==> config.mk <==
export PLATFORM = sky130hd
export DESIGN_NAME = acd_decode
export DESIGN_NICKNAME = d
export VERILOG_FILES = /design/src/acd_pkg.sv /design/src/acd_decode.sv /design/src/acd_len_table.sv /design/src/acd_xaddr.sv
export VERILOG_INCLUDE_DIRS = /design/src /design/src/src
export SDC_FILE = /design/constraint.sdc
export NUM_CORES = 1
export LEC_CHECK = 0
export BUFFER_PORTS_ARGS = -buffer_cell sky130_fd_sc_hd__clkbuf_2
export CORE_ASPECT_RATIO = 0.75
export CORE_UTILIZATION = 55
export DETAILED_ROUTE_END_ITERATION = 8
export PLACE_DENSITY = 0.9
export SLEW_MARGIN = 30
export SYNTH_ARGS = -nofsm -noshare
export SYNTH_HDL_FRONTEND = slang
export SYNTH_HIERARCHICAL = 1
export SYNTH_SLANG_ARGS = --single-unit
==> constraint.sdc <==
create_clock -name clock_i -period 4.6 [get_ports clock_i]
set_input_delay 0 -clock clock_i [delete_from_list [all_inputs] [get_ports clock_i]]
set_output_delay 0 -clock clock_i [all_outputs]
set_load 0.01 [all_outputs]
==> src/acd_consts.svh <==
// constants for the instruction decode block
`ifndef ACD_CONSTS_SVH
`define ACD_CONSTS_SVH
`define ACD_PAGE_SPEC_ADDR 8'h92
`define ACD_PAGE_RESET 8'h00
`define ACD_CLK_PERIOD_NS 100
`define ACD_ICYC_NS 400
`define ACD_CLK_PER_ICYC (`ACD_ICYC_NS / `ACD_CLK_PERIOD_NS)
`define ACD_XMOVE_BASE_CYC 4'h2
`define ACD_PERIPH_BASE 16'h8000
`define ACD_OP_ADDC_BANK 8'b0011_1???
`define ACD_OP_SUBB_BANK 8'b1001_1???
`define ACD_OP_XRL_BANK 8'b0110_1???
`define ACD_OP_INC_DATA_PTR 8'ha3
`define ACD_OP_ANL_DIR_IMM 8'h53
`define ACD_OP_RLC 8'h33
`define ACD_OP_RRC 8'h13
`define ACD_OP_MOV_DIR_DIR 8'h85
`define ACD_OP_MOV_PTR_IMM 8'h90
`define ACD_OP_CODE_VIA_PTR 8'h93
`define ACD_OP_CODE_PC 8'h83
`define ACD_OP_XRD_WIDE 8'he0
`define ACD_OP_XWR_PTR 8'b1111_001?
`define ACD_OP_PUSH 8'hc0
`define ACD_OP_MOV_IND_IMM 8'b0111_011?
`endif

==> src/acd_pkg.sv <==
// types for the instruction decode block
package acd_pkg;
  typedef enum logic [2:0] {
    ACD_OTHER,
    ACD_ARITH,
    ACD_LOGIC,
    ACD_MOVE,
    ACD_XMOVE,
    ACD_CODERD
  } acd_class_t;
  typedef enum logic {
    ACD_ST_IDLE,
    ACD_ST_EXEC
  } acd_state_t;
endpackage

==> src/acd_decode.sv <==
// instruction decode, cycle sequencing and external address for the core
// Notes on behaviour
// RQ1: 8-bit pointer: page register high, R0/R1 low
// RQ2: 16-bit pointer: address from data pointer
// RQ3: opcodes decode to standard functions
// RQ4: peripheral window flagged; page register in special-function space
// RQ5: add-with-carry bank register 38-3F, 1/1
// RQ6: subtract-with-borrow bank register 98-9F, 1/1
// RQ7: increment data pointer A3, 1 byte 3 cycles
// RQ8: AND immediate to direct 53, 3/3
// RQ9: XOR bank register 68-6F, 1/1
// RQ10: rotate through carry 33 and 13, 1/1
// RQ11: move direct to direct 85, 3/3
// RQ12: load data pointer immediate 90, 3/3
// RQ13: code read via data pointer 93, 1/3
// RQ14: code read via program counter 83, 1/3
// RQ15: external read wide E0, 2-9 cycles
// RQ16: external write pointer F2-F3, 2-9 cycles
// RQ17: push direct C0, 2 bytes 2 cycles
// RQ18: immediate via pointer 76-77, 2/2
// RQ19: relative operand is signed offset byte
// RQ20: short target 11 bits, long 16 bits
// RQ21: instruction cycle lasts four clocks
// RQ22: execution one to nine instruction cycles
// RQ23: register index from low opcode bits
// RQ24: memory answers within stretch window
`timescale 1ns/10ps
`include "acd_consts.svh"
module acd_decode
#(
  parameter int CLK_PER_ICYC = `ACD_CLK_PER_ICYC,
  parameter logic [15:0] PERIPH_BASE = `ACD_PERIPH_BASE
)
(
  input wire logic clock_i,
  input wire logic rst_n_i,
  input wire logic start_i,
  input wire logic [7:0] opcode_i,
  input wire logic [7:0] operand1_i,
  input wire logic [7:0] operand2_i,
  input wire logic [15:0] pc_i,
  input wire logic [15:0] data_ptr_i,
  input wire logic [7:0] r0_i,
  input wire logic [7:0] r1_i,
  input wire logic [2:0] stretch_i,
  input wire logic spec_wr_i,
  input wire logic [7:0] spec_addr_i,
  input wire logic [7:0] spec_wdata_i,
  output logic [7:0] spec_rdata_o,
  output logic busy_o,
  output logic done_o,
  output logic icyc_tick_o,
  output acd_pkg::acd_class_t op_class_o,
  output logic [1:0] byte_count_o,
  output logic [3:0] cycle_count_o,
  output logic [2:0] bank_sel_o,
  output logic ptr_sel_o,
  output logic uses_bank_o,
  output logic uses_ptr_o,
  output logic [15:0] xaddr_o,
  output logic xrd_o,
  output logic xwr_o,
  output logic periph_hit_o,
  output logic [15:0] rel_target_o,
  output logic [15:0] abs_target_o,
  output logic [15:0] long_target_o
);
  localparam int CW = $clog2(CLK_PER_ICYC);

  // ****************************************
  // decode of the incoming opcode
  // ****************************************
  acd_pkg::acd_class_t dec_class;
  logic [1:0] dec_bytes;
  logic [3:0] dec_cycles;
  logic dec_bank;
  logic dec_ptr;
  logic dec_xwrite;
  logic dec_xwide;
  logic [15:0] dec_xaddr;

  acd_len_table u_table
  (
    .opcode_i(opcode_i),
    .op_class_o(dec_class),
    .byte_count_o(dec_bytes),
    .cycle_count_o(dec_cycles),
    .uses_bank_o(dec_bank),
    .uses_ptr_o(dec_ptr),
    .xmove_write_o(dec_xwrite),
    .xmove_wide_o(dec_xwide)
  );

  logic [7:0] page_r;
  logic [7:0] page_nxt;

  acd_xaddr u_xaddr
  (
    .wide_i(dec_xwide),
    .ptr_sel_i(opcode_i[0]),
    .r0_i(r0_i),
    .r1_i(r1_i),
    .page_i(page_r),
    .data_ptr_i(data_ptr_i),
    .xaddr_o(dec_xaddr)
  );

  wire logic dec_is_x;
  wire logic [3:0] dec_total;
  wire logic [15:0] rel_sext;
  assign dec_is_x = (dec_class == acd_pkg::ACD_XMOVE);
  // stretch lengthens the external move from 2 up to 9 cycles
  assign dec_total = dec_is_x ? dec_cycles + {1'b0, stretch_i} : dec_cycles; // see RQ15 see RQ16
  assign rel_sext = {{8{operand1_i[7]}}, operand1_i}; // see RQ19

  // ****************************************
  // page register in special-function space
  // ****************************************
  wire logic page_hit;
  assign page_hit = (spec_addr_i == `ACD_PAGE_SPEC_ADDR); // see RQ4
  assign page_nxt = (spec_wr_i && page_hit) ? spec_wdata_i : page_r;

  always_ff @(posedge clock_i)
  begin
    if (!rst_n_i)
    begin
      page_r <= `ACD_PAGE_RESET;
      spec_rdata_o <= 8'h00;
    end
    else
    begin
      page_r <= page_nxt; // see RQ1
      spec_rdata_o <= page_hit ? page_r : 8'h00;
    end
  end

  // ****************************************
  // instruction cycle sequencer
  // ****************************************
  acd_pkg::acd_state_t state_r;
  acd_pkg::acd_state_t state_nxt;
  logic [CW-1:0] clk_cnt_r;
  logic [CW-1:0] clk_cnt_nxt;
  logic [3:0] icyc_cnt_r;
  logic [3:0] icyc_cnt_nxt;

  wire logic accept;
  wire logic last_clk;
  wire logic last_icyc;
  assign accept = start_i && (state_r == acd_pkg::ACD_ST_IDLE);
  assign last_clk = (clk_cnt_r == CW'(CLK_PER_ICYC - 1)); // see RQ21
  assign last_icyc = (icyc_cnt_r == cycle_count_o - 4'h1); // see RQ22
  assign busy_o = (state_r == acd_pkg::ACD_ST_EXEC);
  assign done_o = busy_o && last_clk && last_icyc;
  assign icyc_tick_o = busy_o && last_clk;

  always_comb
  begin
    state_nxt = state_r;
    clk_cnt_nxt = clk_cnt_r;
    icyc_cnt_nxt = icyc_cnt_r;
    unique case (state_r)
      acd_pkg::ACD_ST_IDLE:
      begin
        if (start_i)
        begin
          state_nxt = acd_pkg::ACD_ST_EXEC;
          clk_cnt_nxt = '0;
          icyc_cnt_nxt = 4'h0;
        end
      end
      acd_pkg::ACD_ST_EXEC:
      begin
        clk_cnt_nxt = last_clk ? '0 : clk_cnt_r + CW'(1);
        if (last_clk)
        begin
          icyc_cnt_nxt = icyc_cnt_r + 4'h1;
        end
        if (done_o)
        begin
          state_nxt = acd_pkg::ACD_ST_IDLE;
        end
      end
    endcase
  end

  always_ff @(posedge clock_i)
  begin
    if (!rst_n_i)
    begin
      state_r <= acd_pkg::ACD_ST_IDLE;
      clk_cnt_r <= '0;
      icyc_cnt_r <= 4'h0;
    end
    else
    begin
      state_r <= state_nxt;
      clk_cnt_r <= clk_cnt_nxt;
      icyc_cnt_r <= icyc_cnt_nxt;
    end
  end

  // ****************************************
  // latched decode results
  // ****************************************
  always_ff @(posedge clock_i)
  begin
    if (!rst_n_i)
    begin
      op_class_o <= acd_pkg::ACD_OTHER;
      byte_count_o <= 2'h1;
      cycle_count_o <= 4'h1;
      bank_sel_o <= 3'h0;
      ptr_sel_o <= 1'b0;
      uses_bank_o <= 1'b0;
      uses_ptr_o <= 1'b0;
      xaddr_o <= 16'h0000;
      xrd_o <= 1'b0;
      xwr_o <= 1'b0;
      periph_hit_o <= 1'b0;
      rel_target_o <= 16'h0000;
      abs_target_o <= 16'h0000;
      long_target_o <= 16'h0000;
    end
    else if (accept)
    begin
      op_class_o <= dec_class; // see RQ3
      byte_count_o <= dec_bytes;
      cycle_count_o <= dec_total; // see RQ22
      bank_sel_o <= opcode_i[2:0]; // see RQ23
      ptr_sel_o <= opcode_i[0]; // see RQ23
      uses_bank_o <= dec_bank;
      uses_ptr_o <= dec_ptr;
      xaddr_o <= dec_xaddr; // see RQ1 see RQ2
      xrd_o <= dec_is_x && !dec_xwrite; // see RQ24
      xwr_o <= dec_is_x && dec_xwrite; // see RQ24
      periph_hit_o <= dec_is_x && (dec_xaddr >= PERIPH_BASE); // see RQ4
      rel_target_o <= pc_i + rel_sext; // see RQ19
      abs_target_o <= {pc_i[15:11], opcode_i[7:5], operand1_i}; // see RQ20
      long_target_o <= {operand1_i, operand2_i}; // see RQ20
    end
    else if (done_o)
    begin
      xrd_o <= 1'b0;
      xwr_o <= 1'b0;
    end
  end

  // ****************************************
  // checks
  // ****************************************
  logic [7:0] run_clk_r;
  always_ff @(posedge clock_i)
  begin
    if (!rst_n_i)
    begin
      run_clk_r <= 8'h00;
    end
    else
    begin
      run_clk_r <= accept ? 8'h00 : (busy_o ? run_clk_r + 8'h01 : run_clk_r);
    end
  end
endmodule

==> src/acd_len_table.sv <==
// opcode to class, byte count and cycle count table
`timescale 1ns/10ps
`include "acd_consts.svh"
module acd_len_table
(
  input wire logic [7:0] opcode_i,
  output acd_pkg::acd_class_t op_class_o,
  output logic [1:0] byte_count_o,
  output logic [3:0] cycle_count_o,
  output logic uses_bank_o,
  output logic uses_ptr_o,
  output logic xmove_write_o,
  output logic xmove_wide_o
);
  always_comb
  begin
    op_class_o = acd_pkg::ACD_OTHER;
    byte_count_o = 2'h1;
    cycle_count_o = 4'h1;
    casez (opcode_i)
      8'h04, 8'h14, 8'hd4, 8'h06, 8'h07, 8'h16, 8'h17, 8'h26, 8'h27, 8'h36, 8'h37,
      8'h96, 8'h97, 8'b000?_1???, 8'b0010_1???, `ACD_OP_ADDC_BANK, `ACD_OP_SUBB_BANK:
        op_class_o = acd_pkg::ACD_ARITH;
      8'h24, 8'h34, 8'h94, 8'h05, 8'h15, 8'h25, 8'h35, 8'h95:
      begin
        op_class_o = acd_pkg::ACD_ARITH;
        byte_count_o = 2'h2;
        cycle_count_o = 4'h2;
      end
      `ACD_OP_INC_DATA_PTR: // see RQ7
      begin
        op_class_o = acd_pkg::ACD_ARITH;
        cycle_count_o = 4'h3;
      end
      8'ha4, 8'h84:
      begin
        op_class_o = acd_pkg::ACD_ARITH;
        cycle_count_o = 4'h5;
      end
      8'h42, 8'h52, 8'h62, 8'h44, 8'h54, 8'h64, 8'h45, 8'h55, 8'h65:
      begin
        op_class_o = acd_pkg::ACD_LOGIC;
        byte_count_o = 2'h2;
        cycle_count_o = 4'h2;
      end
      8'h43, `ACD_OP_ANL_DIR_IMM, 8'h63:
      begin
        op_class_o = acd_pkg::ACD_LOGIC;
        byte_count_o = 2'h3;
        cycle_count_o = 4'h3;
      end
      8'h46, 8'h47, 8'h56, 8'h57, 8'h66, 8'h67, 8'b010?_1???, `ACD_OP_XRL_BANK,
      8'he4, 8'hf4, 8'hc4, 8'h23, `ACD_OP_RLC, 8'h03, `ACD_OP_RRC: // see RQ9 see RQ10
        op_class_o = acd_pkg::ACD_LOGIC;
      8'he5, 8'h74, 8'hf5, `ACD_OP_PUSH, 8'hd0, 8'hc5, 8'b1010_1???, 8'b0111_1???,
      8'b1000_1???, 8'h86, 8'h87, 8'ha6, 8'ha7, `ACD_OP_MOV_IND_IMM:
      begin
        op_class_o = acd_pkg::ACD_MOVE;
        byte_count_o = 2'h2;
        cycle_count_o = 4'h2;
      end
      `ACD_OP_MOV_DIR_DIR, 8'h75, `ACD_OP_MOV_PTR_IMM: // see RQ11 see RQ12
      begin
        op_class_o = acd_pkg::ACD_MOVE;
        byte_count_o = 2'h3;
        cycle_count_o = 4'h3;
      end
      `ACD_OP_CODE_VIA_PTR, `ACD_OP_CODE_PC: // see RQ13 see RQ14
      begin
        op_class_o = acd_pkg::ACD_CODERD;
        cycle_count_o = 4'h3;
      end
      8'he2, 8'he3, `ACD_OP_XRD_WIDE, `ACD_OP_XWR_PTR, 8'hf0:
      begin
        op_class_o = acd_pkg::ACD_XMOVE;
        cycle_count_o = `ACD_XMOVE_BASE_CYC;
      end
      8'b111?_1???, 8'he6, 8'he7, 8'hf6, 8'hf7, 8'b1100_1???, 8'hc6, 8'hc7, 8'hd6, 8'hd7:
        op_class_o = acd_pkg::ACD_MOVE;
      default:
        op_class_o = acd_pkg::ACD_OTHER;
    endcase
  end

  // register-use flags from opcode bits 3 to 1 and the class, external-move flags straight from bits 4 and 1
  assign uses_bank_o = opcode_i[3] && (op_class_o != acd_pkg::ACD_OTHER);
  assign uses_ptr_o = (op_class_o != acd_pkg::ACD_OTHER) && !opcode_i[3] &&
    ((opcode_i[2:1] == 2'b11) || ((op_class_o == acd_pkg::ACD_XMOVE) && opcode_i[1]));
  assign xmove_write_o = opcode_i[4];
  assign xmove_wide_o = !opcode_i[1];
endmodule

==> src/acd_xaddr.sv <==
// external data address former
`timescale 1ns/10ps
module acd_xaddr
(
  input wire logic wide_i,
  input wire logic ptr_sel_i,
  input wire logic [7:0] r0_i,
  input wire logic [7:0] r1_i,
  input wire logic [7:0] page_i,
  input wire logic [15:0] data_ptr_i,
  output logic [15:0] xaddr_o
);
  wire logic [7:0] low_byte;
  assign low_byte = ptr_sel_i ? r1_i : r0_i; // see RQ1
  assign xaddr_o = wide_i ? data_ptr_i : {page_i, low_byte}; // see RQ1 see RQ2
endmodule
==> results by group <==
Run status
  – Status: finished clean

Worst setup path
  – CP endpoint kind: register
  – Crit path max fanout: 30
  – WS Path Type: input port to register
  – Setup slack, reg-to-reg: 2.58 ns
  – Startpoint class of the critical path: input port
  – Worst EP arrival: 2.95 ns
  – WP data required: 4.81 ns

Timing
  – Hold slack final: 0.0201 ns
  – Unrepaired setup endpoints after global routing: no
  – Tmin final: 2.74 ns
  – Max Slew Vio Count: 0
  – Worst Tran Pin Value: 0.849 ns
  – Final setup viols: 0
  – Max_slew headroom: 43.3%
  – Layout Skew: 0.00650 ns
  – Final Cycle Share: 59.6%
  – Final worst slack: 1.86 ns
  – Fmax: 0.365 GHz
  – Fin. Hold Viols: 0
  – Setup_tns: 0 ns

Detailed routing
  – Antenna viol nets, final: 0
  – Post-Route WL: 15600 um
  – Via Count: 5685
  – DRC viols: 0
  – Via density: 5.62
  – Avg WL per Cell: 15.4 um
  – Drt pass-1 iters: 5
  – Iteration-0 DRC Markers: 384

Placed design
  – GPL Wtd Cong: 0.937
  – Post-DP HPWL: 10700 um
  – I/O Buffers: 187
  – Pre-CTS setup slack: 1.60 ns

Global routing
  – Total gr overflow: 0
  – Initial antenna violation count: 0
  – Total track usage: 28.7%
  – Largest net degree at the start of global routing: 59
  – Vias in the first global route: 5346
  – First-pass GRT wire length: 25400 um

Logic synthesis
  – Synth Area in Adders: 5.31%
  – Share of flip-flops with an asynchronous set or reset: 0%
  – Simple-gate area share of the yosys netlist: 23.2%
  – Most frequent cell after synthesis: nand2_1
  – Cell variety after synth: 75
  – Mapped Cells: 702
  – Seq cells post-synth: 96
  – Synth cell count leaders: nand2_1 (155), dfxtp_1 (96), o21ai_0 (37)
  – Compound-Gate Fraction of Synth Area: 23.6%
  – Area contributors post-synth: dfxtp_1 (34%), nand2_1 (10%), ha_1 (4.6%)
  – Average cell area after synthesis: 8.12 um^2
  – Post-synth top area cell: dfxtp_1
  – Post-synth EDFFs: 0
  – Xor/xnor share of the synthesized area: 2.77%
  – Syn. warnings: 6
  – Top cell type's share of synthesized area: 33.7%
  – Synth Cell Area: 0.00570 mm^2
  – Main synth FF type: dfxtp_1
  – Largest family of logic cells by synthesized area: compound AO/OA/AOI/OAI gates
  – Post-synthesis sequential area ratio: 33.7%
  – Post-synthesis mux area share: 5.03%
  – Syn Nets: 820

Layout
  – Fillers: 760
  – Fin util: 72.3%
  – Nets@finish: 992
  – Share of cells above drive strength 1: 26.7%
  – N_diodes: 0
  – Sequential cell area: 0.00192 mm^2
  – Area delta synth->final: 24.9%
  – Multi-input gate area: 0.00343 mm^2

CTS
  – CTS max path bufs: 2
  – CTS Buf Count: 9
  – CTS tree: built
  – Root Driver: clkbuf_16
  – H-tree depth: 3
  – PostCTS Resize Cnt: 0
  – Clk slew on worst S/H paths: 0.07 ns
  – Clk sink count: 96
  – Clock Latency Late Sink: 0.34 ns

Die
  – Starting Density: 57.8%
  – Die Width: 120 um
  – Placeable core area: 0.00985 mm^2
  – DIE HEIGHT: 90.2 um
  – Number of I/O pins: 188
  – Die area: 0.0108 mm^2
  – Row Count: 31

Power and ir drop
  – Logic gate share of total power: 21.4%
  – Int Pwr: 0.00150 W
  – Switch share: 29.9%
  – Worst vdd ir: 0.213 mV
  – Sequential share of power: 42.0%
  – Clk network pwr share: 36.6%
  – Pleak: 3.26 nW
  – Pwr/cell area: 301 mW/mm^2
  – Pwr Total: 0.00214 W
  – P_sw: 0.000640 W

Worst hold path
  – Worst hold path class: input port to register

Flow run
  – Number of max-cap violations: 0
[layer usage]
| metal | vias up | global-route usage, % | routed length, um |
|---|---|---|---|
| met3 | 14 | 7.49 | 1240 |
| met4 | 0 | 6.56 | 178 |
| li1 | 2785 | - | - |
| met5 | - | 0 | 0 |
| met2 | 262 | 47.1 | 7070 |
| met1 | 2624 | 37.7 | 7070 |
[area by class of cell]
| type | instances | share of cell area [%] |
|---|---|---|
| clock buffer | 9 | 3.16 |
| clock inverter | 7 | 1.20 |
| tap | 132 | 2.32 |
| multi-input combinational | 536 | 48.2 |
| sequential | 96 | 27.0 |
| timing repair buffer | 218 | 17.4 |
| inverter | 13 | 0.686 |
[critical path, cell delays in order]
cell and delay [ns]:
clkbuf_2 0.55, or3_1 0.19, a211oi_1 0.08, nor3_2 0.26
o311ai_4 0.17, a2111oi_0 0.54, nand2_1 0.22, ha_1 0.33
a21o_1 0.18, a21oi_1 0.14, nor2_1 0.06, xnor2_1 0.14
a21oi_1 0.08
[cell usage in the layout, fill, tap and decap left out, types with 3 or more instances in the layout]
| master | n |
|---|---|
| nand2_1 | 155 |
| nand3_1 | 10 |
| xnor2_1 | 9 |
| mux2i_1 | 17 |
| nor2_1 | 31 |
| nor3_1 | 11 |
| and2_1 | 15 |
| inv_1 | 13 |
| o21ai_0 | 37 |
| dfxtp_1 | 96 |
| a21boi_1 | 27 |
| nor4_1 | 3 |
| xor2_1 | 9 |
| mux2_2 | 5 |
| a211oi_1 | 5 |
| and3_1 | 10 |
| nand3b_1 | 3 |
| ha_1 | 21 |
| o211a_1 | 3 |
| a21boi_0 | 26 |
| or3_1 | 4 |
| a211oi_2 | 4 |
| o22ai_1 | 3 |
| a21oi_1 | 29 |
| clkbuf_2 | 187 |
| dlygate4sd3_1 | 28 |
| mux2_4 | 4 |
| nor2b_1 | 15 |
| clkbuf_16 | 9 |
| nor3b_1 | 4 |
| nand2b_1 | 5 |
| a21o_1 | 3 |
| o211ai_1 | 10 |
| buf_4 | 3 |
[repair_timing]
action                                  CTS  global route
endpoints found under the setup margin    0             0
hold endpoints to repair                 28             0
buffers inserted                          0             0
hold buffers                             28             0
[power by group through the flow]
stage | clock [W] | sequential [W] | combinational, W
CTS | 0.000793 | 0.000899 | 0.000452
finish | 0.000785 | 0.000900 | 0.000459
detailed placement | 0 | 0.000918 | 0.000430
global route | 0.000829 | 0.000905 | 0.000505
global placement | 0 | 0.000916 | 0.000423
floorplan | 0 | 0.000933 | 0.000275
[stage by stage]
step,instance area (um^2),std cells
2_1_floorplan,5700,702
3_3_place_gp,6520,967
3_5_place_dp,6530,967
4_1_cts,7120,1011
5_1_grt,7120,1011
6_report,7120,1011
[logic make-up after synthesis]
group           count (synthesis)
fa+ha+maj                      23
mux                            26
buf+inv                        70
other cells                     1
simple gates                  283
compound gates                185
flops                          96
xor+xnor                       18
[state kept, by name, summed over array words and instances, names as in the netlist, 4 cells and up]
name,cells
rel_target_o,16
cycle_count_o,4
spec_rdata_o,8
icyc_cnt_r,4
page_r,8
long_target_o,8
xaddr_o,16
abs_target_o,16
[final timing paths]
check	start	endpoint	cells after the start
min	data_ptr_i[4]	xaddr_o[4]	5
max reg2reg	busy_o	periph_hit_o	5
min reg2reg	rel_target_o[9]	rel_target_o[9]	2
max	opcode_i[0]	cycle_count_o[3]	13
(Power assumes the default switching activity.)
